===== config.mk =====
export PLATFORM = sky130hd
export DESIGN_NAME = dai_core_regs
export DESIGN_NICKNAME = d
export VERILOG_FILES = /design/src/verilog/dai_pkg.sv /design/src/verilog/dai_addr_if.sv /design/src/verilog/dai_index_mod.sv /design/src/verilog/dai_core_regs.sv
export VERILOG_INCLUDE_DIRS = /design/src /design/src/verilog
export SDC_FILE = /design/constraint.sdc
export NUM_CORES = 1
export LEC_CHECK = 0
export CORE_UTILIZATION = 39
export CTS_CLUSTER_SIZE = 40
export DETAILED_ROUTE_END_ITERATION = 8
export DONT_BUFFER_PORTS = 1
export GPL_TIMING_DRIVEN = 0
export MAX_ROUTING_LAYER = met4
export PLACE_DENSITY_LB_ADDON = 0.1
export SLEW_MARGIN = 20
export SYNTH_ARGS = -nofsm -noshare
export SYNTH_HDL_FRONTEND = slang
export SYNTH_HIERARCHICAL = 1
export SYNTH_SLANG_ARGS = --single-unit
export TNS_END_PERCENT = 5

===== constraint.sdc =====
create_clock -name ref_clk -period 2.05 [get_ports ref_clk]
set_input_delay 0.1025 -clock ref_clk [delete_from_list [all_inputs] [get_ports ref_clk]]
set_output_delay 0.1025 -clock ref_clk [all_outputs]
set_load 0.02 [all_outputs]

===== src/verilog/dai_params.svh =====
// Constants for the data address index and status block.
`ifndef DAI_PARAMS_SVH
`define DAI_PARAMS_SVH

// Data memory address layout: bank, row, column.
`define DAI_BANK_W 4
`define DAI_ROW_W 3
`define DAI_COL_W 4
`define DAI_ADDR_W 11
`define DAI_NIB_W 4
`define DAI_SW_W 5

// System register addresses, bank 0, row 7.
`define DAI_OFS_RPH 11'h07D
`define DAI_OFS_RPL 11'h07E
`define DAI_OFS_PSW 11'h07F

// Field positions in the pointer and flag registers.
`define DAI_RPL_RP_MSB 3
`define DAI_RPL_RP_LSB 1
`define DAI_RPL_BCD_BIT 0
`define DAI_PSW_CMP_BIT 3
`define DAI_PSW_CY_BIT 2
`define DAI_PSW_Z_BIT 1
`define DAI_PSW_IXE_BIT 0

// Status word bit positions: decimal flag on top, then the flag nibble.
`define DAI_SW_BCD_BIT 4
`define DAI_SW_CMP_BIT 3
`define DAI_SW_CY_BIT 2
`define DAI_SW_Z_BIT 1
`define DAI_SW_IXE_BIT 0

// Reset and fixed values.
`define DAI_RP_RST 3'h0
`define DAI_FLAG_RST 1'b0
`define DAI_SW_RST 5'h00
`define DAI_RPH_VALUE 4'h0
`define DAI_GR_BANK 4'h0
`define DAI_NIB_ZERO 4'h0
`define DAI_ADDR_ZERO 11'h000

`endif


===== src/verilog/dai_pkg.sv =====
// Types shared by the data address index and status block.
`include "dai_params.svh"

package dai_pkg;

  typedef logic [`DAI_NIB_W-1:0] dai_nib_t;
  typedef logic [`DAI_SW_W-1:0] dai_sw_t;
  typedef logic [`DAI_ROW_W-1:0] dai_row_t;

  typedef struct packed {
    logic [`DAI_BANK_W-1:0] bank;
    logic [`DAI_ROW_W-1:0] row;
    logic [`DAI_COL_W-1:0] col;
  } dai_addr_s;

  typedef enum logic {
    DAI_OP_DIRECT,
    DAI_OP_GR_INDIRECT
  } dai_op_e;

endpackage


===== src/verilog/dai_addr_if.sv =====
// Address path between the register core and the index modifier.
`timescale 1ns/10ps
`default_nettype none

interface dai_addr_if;
  import dai_pkg::*;

  dai_addr_s mem_addr;
  dai_addr_s index_register;
  logic index_enable_flag;
  dai_nib_t ind_col;
  dai_addr_s real_direct;
  dai_addr_s real_indirect;

  modport core (
    output mem_addr,
    output index_register,
    output index_enable_flag,
    output ind_col,
    input real_direct,
    input real_indirect
  );

  modport modifier (
    input mem_addr,
    input index_register,
    input index_enable_flag,
    input ind_col,
    output real_direct,
    output real_indirect
  );
endinterface

`default_nettype wire


===== src/verilog/dai_index_mod.sv =====
// Index modification of direct and general register indirect addresses.
`timescale 1ns/10ps
`default_nettype none
`include "dai_params.svh"

module dai_index_mod
  import dai_pkg::*;
(
  // Address path
  dai_addr_if.modifier ap
);

  logic [`DAI_BANK_W-1:0] ix_bank;
  logic [`DAI_ROW_W-1:0] ix_row;

  always_comb begin
    ix_bank = ap.index_enable_flag ? ap.index_register.bank : '0;
    ix_row = ap.index_enable_flag ? ap.index_register.row : '0;
  end

  // Whole direct address is ORed with the index register when enabled.
  always_comb begin
    if (ap.index_enable_flag) begin
      ap.real_direct = dai_addr_s'(ap.mem_addr | ap.index_register);
    end else begin
      ap.real_direct = ap.mem_addr;
    end
  end

  // Indirect bank and row start from the operand and take the index when enabled; the
  // column is the general register contents and is never modified.
  always_comb begin
    ap.real_indirect.bank = ap.mem_addr.bank | ix_bank;
    ap.real_indirect.row = ap.mem_addr.row | ix_row;
    ap.real_indirect.col = ap.ind_col;
  end

endmodule

`default_nettype wire


===== src/verilog/dai_core_regs.sv =====
// Index modification, general register pointer and status word core.
`timescale 1ns/10ps
`default_nettype none
`include "dai_params.svh"

module dai_core_regs
  import dai_pkg::*;
(
  // Clock and reset
  input wire logic ref_clk,
  input wire logic srst,

  // Instruction request from the execution core
  input wire logic req_valid,
  input wire dai_op_e req_op,
  input wire dai_addr_s req_mem_addr,
  input wire dai_nib_t req_r_col,
  input wire dai_nib_t req_r_data,
  input wire logic req_wr,
  input wire dai_nib_t req_wdata,

  // Index register contents held by the core
  input wire dai_addr_s index_register,

  // Arithmetic result flags
  input wire logic alu_flag_we,
  input wire logic alu_carry,
  input wire logic alu_result_zero,

  // Interrupt entry and return
  input wire logic int_take,
  input wire logic int_return,

  // Resolved addresses and system register read data
  output logic rsp_valid_ff,
  output dai_addr_s rsp_direct_addr_ff,
  output dai_addr_s rsp_indirect_addr_ff,
  output dai_addr_s rsp_gr_addr_ff,
  output logic rsp_sysreg_hit_ff,
  output dai_nib_t rsp_rdata_ff,

  // Flags and pointer state
  output logic index_enable_flag_ff,
  output logic compare_only_flag_ff,
  output logic carry_flag_ff,
  output logic zero_flag_ff,
  output logic bcd_mode_flag_ff,
  output dai_row_t general_reg_row_pointer_ff,
  output dai_sw_t stack_status_word_ff
);

  dai_addr_if ap ();

  dai_addr_s acc_addr;
  dai_nib_t nxt_rdata;
  logic nxt_hit;
  logic wr_lower;
  logic wr_flags;
  dai_nib_t rpl_value;
  dai_nib_t psw_value;
  dai_sw_t status_word;
  dai_addr_s gr_addr;
  logic nxt_zero;
  logic nxt_carry;

  // Drive the shared address path; the modifier does the OR work.
  assign ap.mem_addr = req_mem_addr;
  assign ap.index_register = index_register;
  assign ap.index_enable_flag = index_enable_flag_ff;
  assign ap.ind_col = req_r_data;

  dai_index_mod u_index_mod (
    .ap (ap.modifier)
  );

  // The system registers are decoded on the real address, so with the
  // index enabled an access to the flag nibble lands elsewhere unless
  // the index sets no bit that the address lacks. Software clears the enable first when it wants
  // the flag nibble itself.
  always_comb begin
    if (req_op == DAI_OP_GR_INDIRECT && req_wr) begin
      acc_addr = ap.real_indirect;
    end else begin
      acc_addr = ap.real_direct;
    end
  end

  // Write strobes per system register. The upper pointer nibble gets no
  // strobe at all, since its four bits are wired to zero.
  always_comb begin
    wr_lower = 1'b0;
    wr_flags = 1'b0;
    if (req_valid && req_wr) begin
      wr_lower = (acc_addr == `DAI_OFS_RPL);
      wr_flags = (acc_addr == `DAI_OFS_PSW);
    end
  end

  // Pointer nibble packs the three row bits above the decimal bit.
  always_comb begin
    rpl_value = {general_reg_row_pointer_ff, bcd_mode_flag_ff};
  end

  // Flag nibble as software reads it.
  always_comb begin
    psw_value = '0;
    psw_value[`DAI_PSW_CMP_BIT] = compare_only_flag_ff;
    psw_value[`DAI_PSW_CY_BIT] = carry_flag_ff;
    psw_value[`DAI_PSW_Z_BIT] = zero_flag_ff;
    psw_value[`DAI_PSW_IXE_BIT] = index_enable_flag_ff;
  end

  // Five-bit word for the interrupt save: decimal flag above the nibble.
  always_comb begin
    status_word = '0;
    status_word[`DAI_SW_BCD_BIT] = bcd_mode_flag_ff;
    status_word[`DAI_SW_CMP_BIT] = compare_only_flag_ff;
    status_word[`DAI_SW_CY_BIT] = carry_flag_ff;
    status_word[`DAI_SW_Z_BIT] = zero_flag_ff;
    status_word[`DAI_SW_IXE_BIT] = index_enable_flag_ff;
  end

  // Read decode returns the value held before this instruction.
  always_comb begin
    nxt_hit = 1'b1;
    unique case (acc_addr)
      `DAI_OFS_RPH: nxt_rdata = `DAI_RPH_VALUE;
      `DAI_OFS_RPL: nxt_rdata = rpl_value;
      `DAI_OFS_PSW: nxt_rdata = psw_value;
      default: begin
        nxt_rdata = `DAI_NIB_ZERO;
        nxt_hit = 1'b0;
      end
    endcase
  end

  // The general register is a fixed bank 0 row picked by the pointer;
  // with only three pointer bits it can never leave rows 0 to 7.
  always_comb begin
    gr_addr.bank = `DAI_GR_BANK;
    gr_addr.row = general_reg_row_pointer_ff;
    gr_addr.col = req_r_col;
  end

  // Zero flag: a compare-only operation may clear but never set it.
  always_comb begin
    if (!alu_result_zero) begin
      nxt_zero = 1'b0;
    end else if (compare_only_flag_ff) begin
      nxt_zero = zero_flag_ff;
    end else begin
      nxt_zero = 1'b1;
    end
  end

  // Carry takes the arithmetic result whatever the compare flag says;
  // only the zero flag is shielded by a compare-only operation.
  always_comb begin
    nxt_carry = alu_carry;
  end

  // Response strobe: one cycle per taken request.
  always_ff @(posedge ref_clk) begin
    if (srst) begin
      rsp_valid_ff <= 1'b0;
    end else begin
      rsp_valid_ff <= req_valid;
    end
  end

  // Resolved addresses stand until the next taken request.
  always_ff @(posedge ref_clk) begin
    if (srst) begin
      rsp_direct_addr_ff <= `DAI_ADDR_ZERO;
      rsp_indirect_addr_ff <= `DAI_ADDR_ZERO;
      rsp_gr_addr_ff <= `DAI_ADDR_ZERO;
    end else if (req_valid) begin
      rsp_direct_addr_ff <= ap.real_direct;
      rsp_indirect_addr_ff <= ap.real_indirect;
      rsp_gr_addr_ff <= gr_addr;
    end
  end

  // Read data is the value held before any same-cycle write lands.
  always_ff @(posedge ref_clk) begin
    if (srst) begin
      rsp_sysreg_hit_ff <= 1'b0;
      rsp_rdata_ff <= `DAI_NIB_ZERO;
    end else if (req_valid) begin
      rsp_sysreg_hit_ff <= nxt_hit;
      rsp_rdata_ff <= nxt_rdata;
    end
  end

  // Row pointer. Writes to the upper nibble are dropped because those
  // four bits are wired to zero.
  // A return from interrupt keeps the pointer; it is not in the saved word.
  always_ff @(posedge ref_clk) begin
    if (srst) begin
      general_reg_row_pointer_ff <= `DAI_RP_RST;
    end else if (int_return) begin
      general_reg_row_pointer_ff <= general_reg_row_pointer_ff;
    end else if (wr_lower) begin
      general_reg_row_pointer_ff <=
        req_wdata[`DAI_RPL_RP_MSB:`DAI_RPL_RP_LSB];
    end
  end

  // Decimal mode flag. It shares its nibble with the row pointer, so one
  // write to that nibble sets both.
  always_ff @(posedge ref_clk) begin
    if (srst) begin
      bcd_mode_flag_ff <= `DAI_FLAG_RST;
    end else if (int_return) begin
      bcd_mode_flag_ff <= stack_status_word_ff[`DAI_SW_BCD_BIT];
    end else if (wr_lower) begin
      bcd_mode_flag_ff <= req_wdata[`DAI_RPL_BCD_BIT];
    end
  end

  // Index enable flag. A new value steers only requests from the next
  // cycle on; the request that writes it was decoded with the old one.
  always_ff @(posedge ref_clk) begin
    if (srst) begin
      index_enable_flag_ff <= `DAI_FLAG_RST;
    end else if (int_return) begin
      index_enable_flag_ff <= stack_status_word_ff[`DAI_SW_IXE_BIT];
    end else if (wr_flags) begin
      index_enable_flag_ff <= req_wdata[`DAI_PSW_IXE_BIT];
    end
  end

  // Compare-only flag. It changes only by a write or a return from
  // interrupt; arithmetic results never touch it.
  always_ff @(posedge ref_clk) begin
    if (srst) begin
      compare_only_flag_ff <= `DAI_FLAG_RST;
    end else if (int_return) begin
      compare_only_flag_ff <= stack_status_word_ff[`DAI_SW_CMP_BIT];
    end else if (wr_flags) begin
      compare_only_flag_ff <= req_wdata[`DAI_PSW_CMP_BIT];
    end
  end

  // Carry flag. A result from the arithmetic unit beats a software write
  // in the same cycle so that no hardware event is lost.
  always_ff @(posedge ref_clk) begin
    if (srst) begin
      carry_flag_ff <= `DAI_FLAG_RST;
    end else if (int_return) begin
      carry_flag_ff <= stack_status_word_ff[`DAI_SW_CY_BIT];
    end else if (alu_flag_we) begin
      carry_flag_ff <= nxt_carry;
    end else if (wr_flags) begin
      carry_flag_ff <= req_wdata[`DAI_PSW_CY_BIT];
    end
  end

  // Zero flag, with the same priority as the carry flag.
  always_ff @(posedge ref_clk) begin
    if (srst) begin
      zero_flag_ff <= `DAI_FLAG_RST;
    end else if (int_return) begin
      zero_flag_ff <= stack_status_word_ff[`DAI_SW_Z_BIT];
    end else if (alu_flag_we) begin
      zero_flag_ff <= nxt_zero;
    end else if (wr_flags) begin
      zero_flag_ff <= req_wdata[`DAI_PSW_Z_BIT];
    end
  end

  // Single-level save of the status word on interrupt entry. The value
  // captured is the one standing before any same-cycle update.
  always_ff @(posedge ref_clk) begin
    if (srst) begin
      stack_status_word_ff <= `DAI_SW_RST;
    end else if (int_take) begin
      stack_status_word_ff <= status_word;
    end
  end

endmodule

`default_nettype wire


== Word level (Yosys, flattened, before mapping) ==
Index checks and enable logic that the tools add are counted.

* Register bits: 48

* Reductions and logical operators: 8
* Mux-type cells: 22
* Bitwise gates (word level): 4
* Equal/unequal tests: 4

{| class="wikitable"
|+ Operators with widths
! kind !! number
|-
| equality test 11 x 7 -> 1 bit (second input constant) || 3
|-
| two-way mux 11 bit || 2
|-
| two-way mux 1 bit || 17
|-
| OR 11 bit || 1
|-
| case mux 4 bit (2 select lines) || 1
|-
| two-way mux 4 bit || 1
|-
| inequality test 4 bit (second input constant) || 1
|-
| OR 4 bit || 1
|-
| AND reduction 2 bit || 2
|-
| nonzero test 2 bit || 2
|-
| two-way mux 3 bit || 1
|-
| OR 3 bit || 1
|-
| nonzero test 3 bit || 1
|-
| OR reduction 3 bit || 1
|-
| logical AND 1 bit || 2
|-
| NOT 1 bit || 1
|}

== Depth between registers and ports, before layout ==
Gate-level depths: netlist of run 1.

* Depth after elaboration: 8
* Mapped depth: 8
* Mapped depth without buffers: 6

== Hierarchy ==
The synthesis of run 1 kept the hierarchy.

{| class="wikitable"
|+ Modules (own cells, without submodules)
! module !! cells each !! instances !! sequential area each (µm²) !! area each (µm²)
|-
| dai_core_regs || 207 || 1 || 960.9 || 2019.4
|-
| dai_index_mod || 24 || 1 || 0.0 || 191.4
|}

== Worst setup path before layout of run 1 ==
Ideal clock, no wire load.

* Kind: reg-to-reg
* Start: register index_enable_flag_ff
* End: register general_reg_row_pointer_ff[0]
* Arrival: 2007 ps
* Period minus slack after synthesis: 2134 ps
* Path slack: -84 ps
* Buffers on the path: 2
* Stages on the path, launching flop included: 9
* Setup time: 128 ps
* Cell sequence: dfxtp_1 -> buf_6 -> buf_8 -> a21o_1 -> nor4bb_1 -> nand4_1 -> a2111oi_4 -> mux2i_1 -> nor2_1

{| class="wikitable"
|+ RTL lines
! what !! RTL line !! RTL
|-
| from (decl) || dai_core_regs.sv:43 || <nowiki>output logic index_enable_flag_ff,</nowiki>
|-
| from (signal assigned) || dai_core_regs.sv:225 || <nowiki>index_enable_flag_ff <= `DAI_FLAG_RST;</nowiki>
|-
| from (signal assigned) || dai_core_regs.sv:227 || <nowiki>index_enable_flag_ff <= stack_status_word_ff[`DAI_SW_IXE_BIT];</nowiki>
|-
| from (signal assigned) || dai_core_regs.sv:229 || <nowiki>index_enable_flag_ff <= req_wdata[`DAI_PSW_IXE_BIT];</nowiki>
|-
| to (signal assigned) || dai_core_regs.sv:200 || <nowiki>general_reg_row_pointer_ff <= `DAI_RP_RST;</nowiki>
|-
| to (signal assigned) || dai_core_regs.sv:202 || <nowiki>general_reg_row_pointer_ff <= general_reg_row_pointer_ff;</nowiki>
|-
| to (signal assigned) || dai_core_regs.sv:204 || <nowiki>general_reg_row_pointer_ff <=</nowiki>
|-
| to (decl) || dai_core_regs.sv:48 || <nowiki>output dai_row_t general_reg_row_pointer_ff,</nowiki>
|}

==> results of run 1 <==
==> worst register-to-register path, delay by kind of cell, from the launching register on <==
family	cells	cell delay, ns
AO/OA/AOI/OAI	2	0.57
buffers and inverters	3	0.44
flip-flops	1	0.39
multiplexers	1	0.19
AND/OR/NAND/NOR	3	0.56
==> through the flow <==
stage,area (um2),std cells,util
floorplan,2220,234,-
global placement,2310,306,0.423
detailed placement,2310,306,0.423
CTS,2550,327,0.467
global route,2620,329,0.479
finish,2620,329,0.479
==> state kept, by name, indices dropped and copies added (netlist names) <==
name,cells
rsp_direct_addr_ff,11
rsp_indirect_addr_ff,11
rsp_gr_addr_ff,7
stack_status_word_ff,5
rsp_rdata_ff,4
general_reg_row_pointer_ff,3
bcd_mode_flag_ff,1
carry_flag_ff,1
compare_only_flag_ff,1
index_enable_flag_ff,1
rsp_sysreg_hit_ff,1
rsp_valid_ff,1
zero_flag_ff,1
==> Yosys cell counts (all sizes together) <==
| master | count |
|---|---|
| a2111oi | 1 |
| a211oi | 4 |
| a21bo | 1 |
| a21o | 18 |
| a21oi | 3 |
| a221oi | 1 |
| a311oi | 1 |
| a31oi | 3 |
| a32oi | 4 |
| and2 | 3 |
| and3 | 1 |
| and4b | 1 |
| buf | 10 |
| clkbuf | 12 |
| conb | 1 |
| dfxtp | 48 |
| inv | 3 |
| mux2i | 43 |
| nand2 | 11 |
| nand2b | 3 |
| nand3 | 2 |
| nand4 | 2 |
| nand4b | 1 |
| nor2 | 42 |
| nor2b | 2 |
| nor3 | 1 |
| nor3b | 1 |
| nor4b | 1 |
| nor4bb | 1 |
| o211ai | 3 |
| o21ai | 3 |
==> final cells by class <==
cell class,instances,share of cell area
multi-input combinational,161,0.451
sequential,48,0.368
buffer,22,0.0516
tap,72,0.0344
clock inverter,1,0.00191
inverter,3,0.00430
clock buffer,6,0.0277
timing repair buffer,16,0.0607
==> power by group <==
group          internal [mW]  switching, mW  total [mW]
logic                  0.125          0.132       0.257
clock network          0.233          0.307       0.539
registers              0.978         0.0931        1.07
==> layer usage <==
metal  vias to the layer above  global-route usage  wire [um]  part of all wire
met2                        67               0.303       2480              0.46
met3                         9              0.0690        457             0.084
met5                         -                   -          0                 0
met1                       767               0.227       2420              0.44
met4                         0              0.0623         79             0.015
li1                        850                   -          -                 -
==> path summary, 6_finish.rpt <==
check	to	startpoint	cells after the start
setup / recovery	general_reg_row_pointer_ff[2]	index_enable_flag_ff	9
hold reg to reg	index_enable_flag_ff	index_enable_flag_ff	2
setup reg to reg	general_reg_row_pointer_ff[2]	index_enable_flag_ff	9
hold / removal	index_enable_flag_ff	int_return	3
==> layout by cell type, fill, tap and decap left out, types with 3 or more instances in the layout <==
| cell | instances |
|---|---|
| and2_1 | 3 |
| buf_4 | 13 |
| dlygate4sd3_1 | 9 |
| conb_1 | 4 |
| mux2i_1 | 43 |
| o21ai_0 | 3 |
| dfxtp_1 | 47 |
| clkbuf_1 | 13 |
| nor2_1 | 42 |
| inv_1 | 3 |
| a31oi_1 | 3 |
| a32oi_1 | 4 |
| nand2_1 | 11 |
| a21o_1 | 17 |
| clkbuf_8 | 5 |
| a211oi_1 | 4 |
| o211ai_1 | 3 |
| nand2b_1 | 3 |
==> cells by family (layout without fill, tap and decap cells) <==
logic type | after synthesis | after routing
simple gates | 72 | 72
flops | 48 | 48
mux | 43 | 43
compound gates | 42 | 42
buf+inv | 25 | 48
other cells | 1 | 4
==> repair_timing <==
item | CTS | global route
hold endpoints to repair | 9 | 0
cloned | 0 | 0
hold buffers | 9 | 0
gates resized for setup | 7 | 5
pin swaps | 3 | 6
setup endpoints to repair | 13 | 13
buffers inserted | 5 | 2
==> reports/results.ini, run 1 <==
[synth]
yosys.cell_types.count=34
synth_xor_area_frac=0
syn_area_um2=2210
synthAdderAreaFrac=0
netlist.area_leader.share=0.435
synth_compound_area_frac=0.151
yosys.area_share.simple=0.154
yosysWarnings=6
syn_inst=231
yosysTopAreaCell=dfxtp_1
synth.area.top_cells=dfxtp_1 (43%), mux2i_1 (19%), nor2_1 (7.1%)
synth-seq-cells=48
synthMuxAreaShare=0.195
synth_area_per_cell_um2=9.57
synth_top_family_by_area=multiplexers
synth-seq-area-share=0.435

[hold_path]
hold_path.class=in2reg

[clock_network]
htree_levels=2
cts.sink_count=48
cts_buffers=5
cts.clk_slew.worst_paths_ns=0.09
cts_tree=built
clk_latency_ns=0.31
clock_path_buffers=2
root_buffer=clkbuf_8

[global_routing]
grt_pass1_wl_mm=8.56
grt_usage=0.192
grt_pass1_vias=1647
grt_max_degree=14
antenna_found_initial=0
overflow=0

[worst_setup_path]
worst_setup_path_start_kind=flop
cp_slowest_cell=dfxtp_4
critical_path.top_delay_family=compound AO/OA/AOI/OAI gates
endpoint_kind=flop
worstSetupPathType=reg2reg
crit_buf_inv=3
cp_cell_sequence=buf_8, buf_6, a21o_1, nor4b_4, nand4_4, a2111oi_4, buf_4, mux2i_1, nor2_1
r2r_slack_ns=-0.21
slowest_delay_ns=0.39
cp.required_ns=2.24
arrival_ns=2.44
cp_max_fo=5

[sta]
tightest_slew_ns=0.802
period_needed_ns=2.26
relSlewSlack=0.459
clock_skew_ns=0.00853
fin_ws_ns=-0.207
maxClockFrequency_ghz=0.443
finalHoldWorstSlack_ns=0.0133
period_share=1.10
finalHoldViolCount=0
setup_tns_ns=-1.30
maxSlewViolCount=0
grt_setup_unrepaired=yes
setup_viol=12

[finish]
layout-area-overhead-vs-synth_pct=18.4
drive_gt1_frac=0.132
fillCellCount=550
nNetsFinal=301
seq_area_um2=965
insertedDiodeCount=0
multiInputGateArea_um2=1180

[detailed_routing]
via_per_inst=5.15
ant_nets=0
drt_iter0_drc=50
wirelength_mm=5.45
wl_per_cell_um=16.6
firstDrtPassIters=4
vias=1693
route.detailed.drc=0

[die]
start_util=0.404
fp-row-count=27
core_um2=5470
ios=96
die_area_um2=5970
die_y_um=77.3
die_width_um=77.3

[placement]
io_buffers=0
detailed_place_hpwl_mm=4.06
place_ws_ns=-0.484
place.gp.congestion=0.785

[run]
cap_violations=0

[status]
status=complete, but fails checks
violations=setup timing

[pwr]
ir_drop_mv=0.292
p_per_area_nw_per_um2=713
power.total_mw=1.87
leakage_nw=1.16

(Power assumes the default switching activity.)
==> run 2: changes to the inputs <==
--- a/config.mk
+++ b/config.mk
@@ -6,7 +6,7 @@
 export SDC_FILE = /design/constraint.sdc
 export NUM_CORES = 1
 export LEC_CHECK = 0
-export CORE_UTILIZATION = 39
+export CORE_UTILIZATION = 40
 export CTS_CLUSTER_SIZE = 40
 export DETAILED_ROUTE_END_ITERATION = 8
 export DONT_BUFFER_PORTS = 1
==> run 2 against run 1 <==
Against the previous run: the run still ends with setup timing left; flip-flop and latch count did not move; power increased by 21%; global-route usage increased by 0.37 points; sequential share of layout area shrank 0.57 points; fmax up 0.29%; core utilization grew 3.3 points; die area is 2.4% lower; first-iteration DRC count increased by 32%; combinational power decreased by 4%; non-clock buffer count fell by 1; critical endpoint is now general_reg_row_pointer_ff[0]; highest routed layer unchanged.
==> reports/results.ini, run 2 (synthesized netlist as in run 1, its figures left out) <==
[sta]
relSlewSlack=0.478
setup_viol=12
maxClockFrequency_ghz=0.444
clock_skew_ns=0.00544
grt_setup_unrepaired=yes
finalHoldViolCount=0
fin_ws_ns=-0.201
maxSlewViolCount=0
period_share=1.10
period_needed_ns=2.25
tightest_slew_ns=0.783
finalHoldWorstSlack_ns=0.0102

[die]
fp-row-count=26
core_um2=5200
die_width_um=76.3
die_area_um2=5830
ios=96
die_y_um=76.3
start_util=0.425

[hold_path]
hp-start=req_wdata[0]
holdPathEnd=index_enable_flag_ff
whs_path_depth=2
hold_path.class=in2reg

[status]
status=complete, but fails checks
violations=setup timing

[run]
cap_violations=0

[clock_network]
cts_tree=built
clk_latency_ns=0.31
htree_levels=2
cts_buffers=5
cts.sink_count=48
cts.clk_slew.worst_paths_ns=0.09
clock_path_buffers=2
root_buffer=clkbuf_8

[worst_setup_path]
worstSetupPathType=reg2reg
regToRegEndpoint=general_reg_row_pointer_ff[0]
arrival_ns=2.44
worst_setup_path_start_kind=flop
endpoint_kind=flop
regToRegStartpoint=index_enable_flag_ff
r2r_slack_ns=-0.20
worstRegToRegCells=10
cp.required_ns=2.24
cp_max_fo=8

[detailed_routing]
ant_nets=0
vias=1701
route.detailed.drc=0
wirelength_mm=5.42
wl_per_cell_um=16.6
drt_iter0_drc=66
firstDrtPassIters=4
via_per_inst=5.20

[pwr]
ir_drop_mv=0.407
power.total_mw=2.25
leakage_nw=1.18
p_per_area_nw_per_um2=846

[finish]
drive_gt1_frac=0.136
nNetsFinal=300
reg_top3=rsp_direct_addr_ff (11), rsp_indirect_addr_ff (11), rsp_gr_addr_ff (7)
layout_common_cells=dfxtp_1 (47), mux2i_1 (43), nor2_1 (42), a21o_1 (18), buf_4 (13)
insertedDiodeCount=0
fin_util=0.511
layout-area-overhead-vs-synth_pct=20.3
fin_cells=327
fillCellCount=535
final_cell_area_um2=2660
final_common_cell=dfxtp_1

[placement]
dpl_cell_area_um2=2310
detailed_place_hpwl_mm=3.99
io_buffers=0
place.gp.congestion=0.797
dp.cells=304

[global_routing]
antenna_found_initial=0
grt_max_degree=16
grt_pass1_wl_mm=8.47
grt_usage=0.196
overflow=0
grt_pass1_vias=1632

==> run 2: where the power goes <==
group          leakage [nW]  internal (mW)  switching (mW)
Clock                0.0784          0.610           0.323
Combinational         0.702          0.117           0.129
Sequential            0.395          0.978          0.0942
Total                  1.18           1.70           0.546
==> run 2: per-layer routing <==
metal  GRT usage  wire, um  vias to the layer above
met2       0.295      2400                       58
met4      0.0635        67                        0
li1            -         -                      851
met3      0.0671       412                        6
met1       0.245      2540                      786
met5           -         0                        -
==> run 2: area by class of cell <==
cell class | count | area, um2 | area share
inverters | 3 | 11.3 | 0.00423
multi-input cells | 161 | 1160 | 0.438
plain buffers | 22 | 135 | 0.0508
clock inverters | 3 | 90.1 | 0.0339
well taps | 70 | 87.6 | 0.0329
flip-flops and latches | 48 | 965 | 0.363
clock buffers | 5 | 68.8 | 0.0259
repair buffers | 15 | 138 | 0.0517
==> run 2: worst max path at each step <==
| stage | to | startpoint | slack, ns |
|---|---|---|---|
| 2_1_floorplan | general_reg_row_pointer_ff[0] | index_enable_flag_ff | 0.02 |
| 3_3_place_gp | bcd_mode_flag_ff | index_enable_flag_ff | -0.52 |
| 3_5_place_dp | bcd_mode_flag_ff | index_enable_flag_ff | -0.49 |
| 4_1_cts | general_reg_row_pointer_ff[2] | index_enable_flag_ff | -0.22 |
| 5_1_grt | general_reg_row_pointer_ff[0] | index_enable_flag_ff | -0.33 |
| 6_report | general_reg_row_pointer_ff[0] | index_enable_flag_ff | -0.20 |
==> run 2: repair_timing <==
| item | 4_1_cts | 5_1_grt |
|---|---|---|
| endpoints found under the setup margin | 13 | 13 |
| endpoints found under the hold margin | 8 | 2 |
| setup buffers | 4 | 1 |
| gates resized for setup | 7 | 4 |
| pin swaps | 8 | 4 |
| hold buffers | 8 | 2 |
==> run 2: critical path: stages (launching register included) <==
cell and delay [ns]:
dfxtp_4 0.39, buf_8 0.15, buf_8 0.13, buf_4 0.14, a21o_1 0.16, nor2b_1 0.15
nand4_2 0.19, a2111oi_4 0.39, buf_4 0.19, mux2i_1 0.19, nor2_1 0.05
==> run 2: metrics by stage <==
step                setup WS, ns  TNS (ns)
global placement          -0.523     -5.12
CTS                       -0.215     -1.61
detailed placement        -0.488     -4.69
finish                    -0.201     -1.17
floorplan                 0.0225         0
global route              -0.326     -2.92
==> run 3: changes to the inputs <==
--- a/config.mk
+++ b/config.mk
@@ -6,12 +6,13 @@
 export SDC_FILE = /design/constraint.sdc
 export NUM_CORES = 1
 export LEC_CHECK = 0
-export CORE_UTILIZATION = 40
+export CELL_PAD_IN_SITES_DETAIL_PLACEMENT = 1
+export CELL_PAD_IN_SITES_GLOBAL_PLACEMENT = 1
+export CORE_UTILIZATION = 41
 export CTS_CLUSTER_SIZE = 40
 export DETAILED_ROUTE_END_ITERATION = 8
 export DONT_BUFFER_PORTS = 1
 export GPL_TIMING_DRIVEN = 0
-export MAX_ROUTING_LAYER = met4
 export PLACE_DENSITY_LB_ADDON = 0.1
 export SLEW_MARGIN = 20
 export SYNTH_ARGS = -nofsm -noshare
==> run 3 against run 2 <==
Against the previous run: the flow still finishes with violations (setup timing); routed wire length is 9.4% higher; die area is 2.4% lower; flip-flop and latch count stayed put; global-route usage is 2.0 points higher; power is 10% lower; first-iteration DRC count is 42% lower; worst setup slack worse by 0.088 ns; clock power is 27% lower; clock skew is 0.0068 ns higher; critical path depth stayed put; largest cell class unchanged; largest power group unchanged.
==> reports/results.ini, run 3 (synthesized netlist as in run 1, its figures left out) <==
[finish]
layout-area-overhead-vs-synth_pct=20.4
drive_gt1_frac=0.142
layout_common_cells=dfxtp_1 (47), mux2i_1 (43), nor2_1 (42), a21o_1 (18), buf_4 (15)
reg_top3=rsp_direct_addr_ff (11), rsp_indirect_addr_ff (11), rsp_gr_addr_ff (7)
fillCellCount=613
nNetsFinal=304
insertedDiodeCount=0
final_common_cell=dfxtp_1
fin_util=0.518
final_cell_area_um2=2660

[detailed_routing]
vias=1735
drt_iter0_drc=38
ant_nets=0
firstDrtPassIters=3
route.detailed.drc=0
via_per_inst=5.24
wirelength_mm=5.93
wl_per_cell_um=17.9

[sta]
finalHoldViolCount=0
tightest_slew_ns=0.792
setup_viol=13
period_needed_ns=2.34
clock_skew_ns=0.0123
period_share=1.14
relSlewSlack=0.472
maxClockFrequency_ghz=0.428
grt_setup_unrepaired=yes
maxSlewViolCount=0
fin_ws_ns=-0.289

[hold_path]
hold_path.class=in2reg
whs_path_depth=3
hp-start=int_return
holdPathEnd=compare_only_flag_ff

[status]
violations=setup timing
status=complete, but fails checks

[clock_network]
clock_path_buffers=2
root_buffer=clkbuf_8
cts.sink_count=48
clk_latency_ns=0.30
cts_buffers=5
htree_levels=2
cts.clk_slew.worst_paths_ns=0.09
cts_tree=built

[global_routing]
antenna_found_initial=0
grt_pass1_vias=1817
grt_usage=0.216
grt_max_degree=15
overflow=0
grt_pass1_wl_mm=8.97

[worst_setup_path]
worst_setup_path_start_kind=flop
cp_cell_sequence=buf_12, buf_12, buf_16, a21o_1, nor3b_2, nand4_1, a2111oi_4, buf_4, mux2i_1, nor2_1
endpoint_kind=flop
slowest_delay_ns=0.40
cp_max_fo=8
crit_path_frequent_cell=buf_12
regToRegStartpoint=index_enable_flag_ff
regToRegEndpoint=general_reg_row_pointer_ff[0]
arrival_ns=2.52
critical_path.top_delay_family=buffers and inverters
worstSetupPathType=reg2reg
crit_buf_inv=4
cp_slowest_cell=dfxtp_4
cp.required_ns=2.23
worstRegToRegCells=10
r2r_slack_ns=-0.29

[placement]
io_buffers=0
dpl_cell_area_um2=2310
place.gp.congestion=0.754
detailed_place_hpwl_mm=4.27
place_ws_ns=-0.497

[die]
core_um2=5140
die_area_um2=5690
ios=96
die_y_um=75.4
die_width_um=75.4
start_util=0.430
fp-row-count=26

[pwr]
ir_drop_mv=0.287
leakage_nw=1.19
p_per_area_nw_per_um2=759

[run]
cap_violations=0

==> run 3: worst reg2reg max path, delay by kind of cell, from the launching register on <==
family	cells	cell delay, ns
multiplexers	1	0.19
buffers and inverters	4	0.60
AO/OA/AOI/OAI	2	0.55
flip-flops	1	0.40
AND/OR/NAND/NOR	3	0.50
==> run 3: repair_timing <==
action                                  in CTS  in global routing
cloned                                       1                  0
buffers inserted                             7                  2
hold buffers                                 9                  0
pin swaps                                    6                  8
hold endpoints to repair                     9                  0
gates resized for setup                      8                  2
endpoints found under the setup margin      13                 13
==> run 3: final cells by class <==
| cell class | instances | area [um2] | area share |
|---|---|---|---|
| Clock buffer | 6 | 72.6 | 0.0273 |
| Clock inverter | 2 | 35.0 | 0.0132 |
| Inverter | 3 | 11.3 | 0.00423 |
| Multi-Input combinational cell | 161 | 1150 | 0.432 |
| Tap cell | 70 | 87.6 | 0.0329 |
| Buffer | 22 | 140 | 0.0527 |
| Timing Repair Buffer | 19 | 201 | 0.0757 |
| Sequential cell | 48 | 965 | 0.362 |
==> run 3: report_power, final <==
group / internal [mW] / switching, mW
logic: 0.134 / 0.137
registers: 0.978 / 0.0943
clock network: 0.362 / 0.315
total: 1.48 / 0.546
==> run 3: stage by stage <==
stage          instances  setup TNS [ns]  total power, mW  hold WS (ns)
2_1_floorplan        234               0             1.26         0.250
3_3_place_gp         304           -4.52             1.31         0.254
3_5_place_dp         304           -4.80             1.32         0.263
4_1_cts              329           -2.13             2.02        0.0197
5_1_grt              331           -3.59             2.11        0.0197
6_report             331           -2.42             2.02        0.0194
==> run 3: metal layers <==
metal  track usage  wire, um  share of wire  up-vias
met5             0         0              0        -
met3        0.0688       461          0.078        6
met2         0.370      2880           0.49       61
met1         0.258      2510           0.42      811
li1              -         -              -      857
met4        0.0658        68          0.011        0
==> run 3: worst max-delay path by stage <==
stage / from / end / cells after the start
3_5_place_dp: index_enable_flag_ff / bcd_mode_flag_ff / 8
2_1_floorplan: index_enable_flag_ff / general_reg_row_pointer_ff[0] / 8
4_1_cts: index_enable_flag_ff / general_reg_row_pointer_ff[0] / 9
5_1_grt: index_enable_flag_ff / general_reg_row_pointer_ff[0] / 10
6_report: index_enable_flag_ff / general_reg_row_pointer_ff[0] / 10
3_3_place_gp: index_enable_flag_ff / bcd_mode_flag_ff / 8
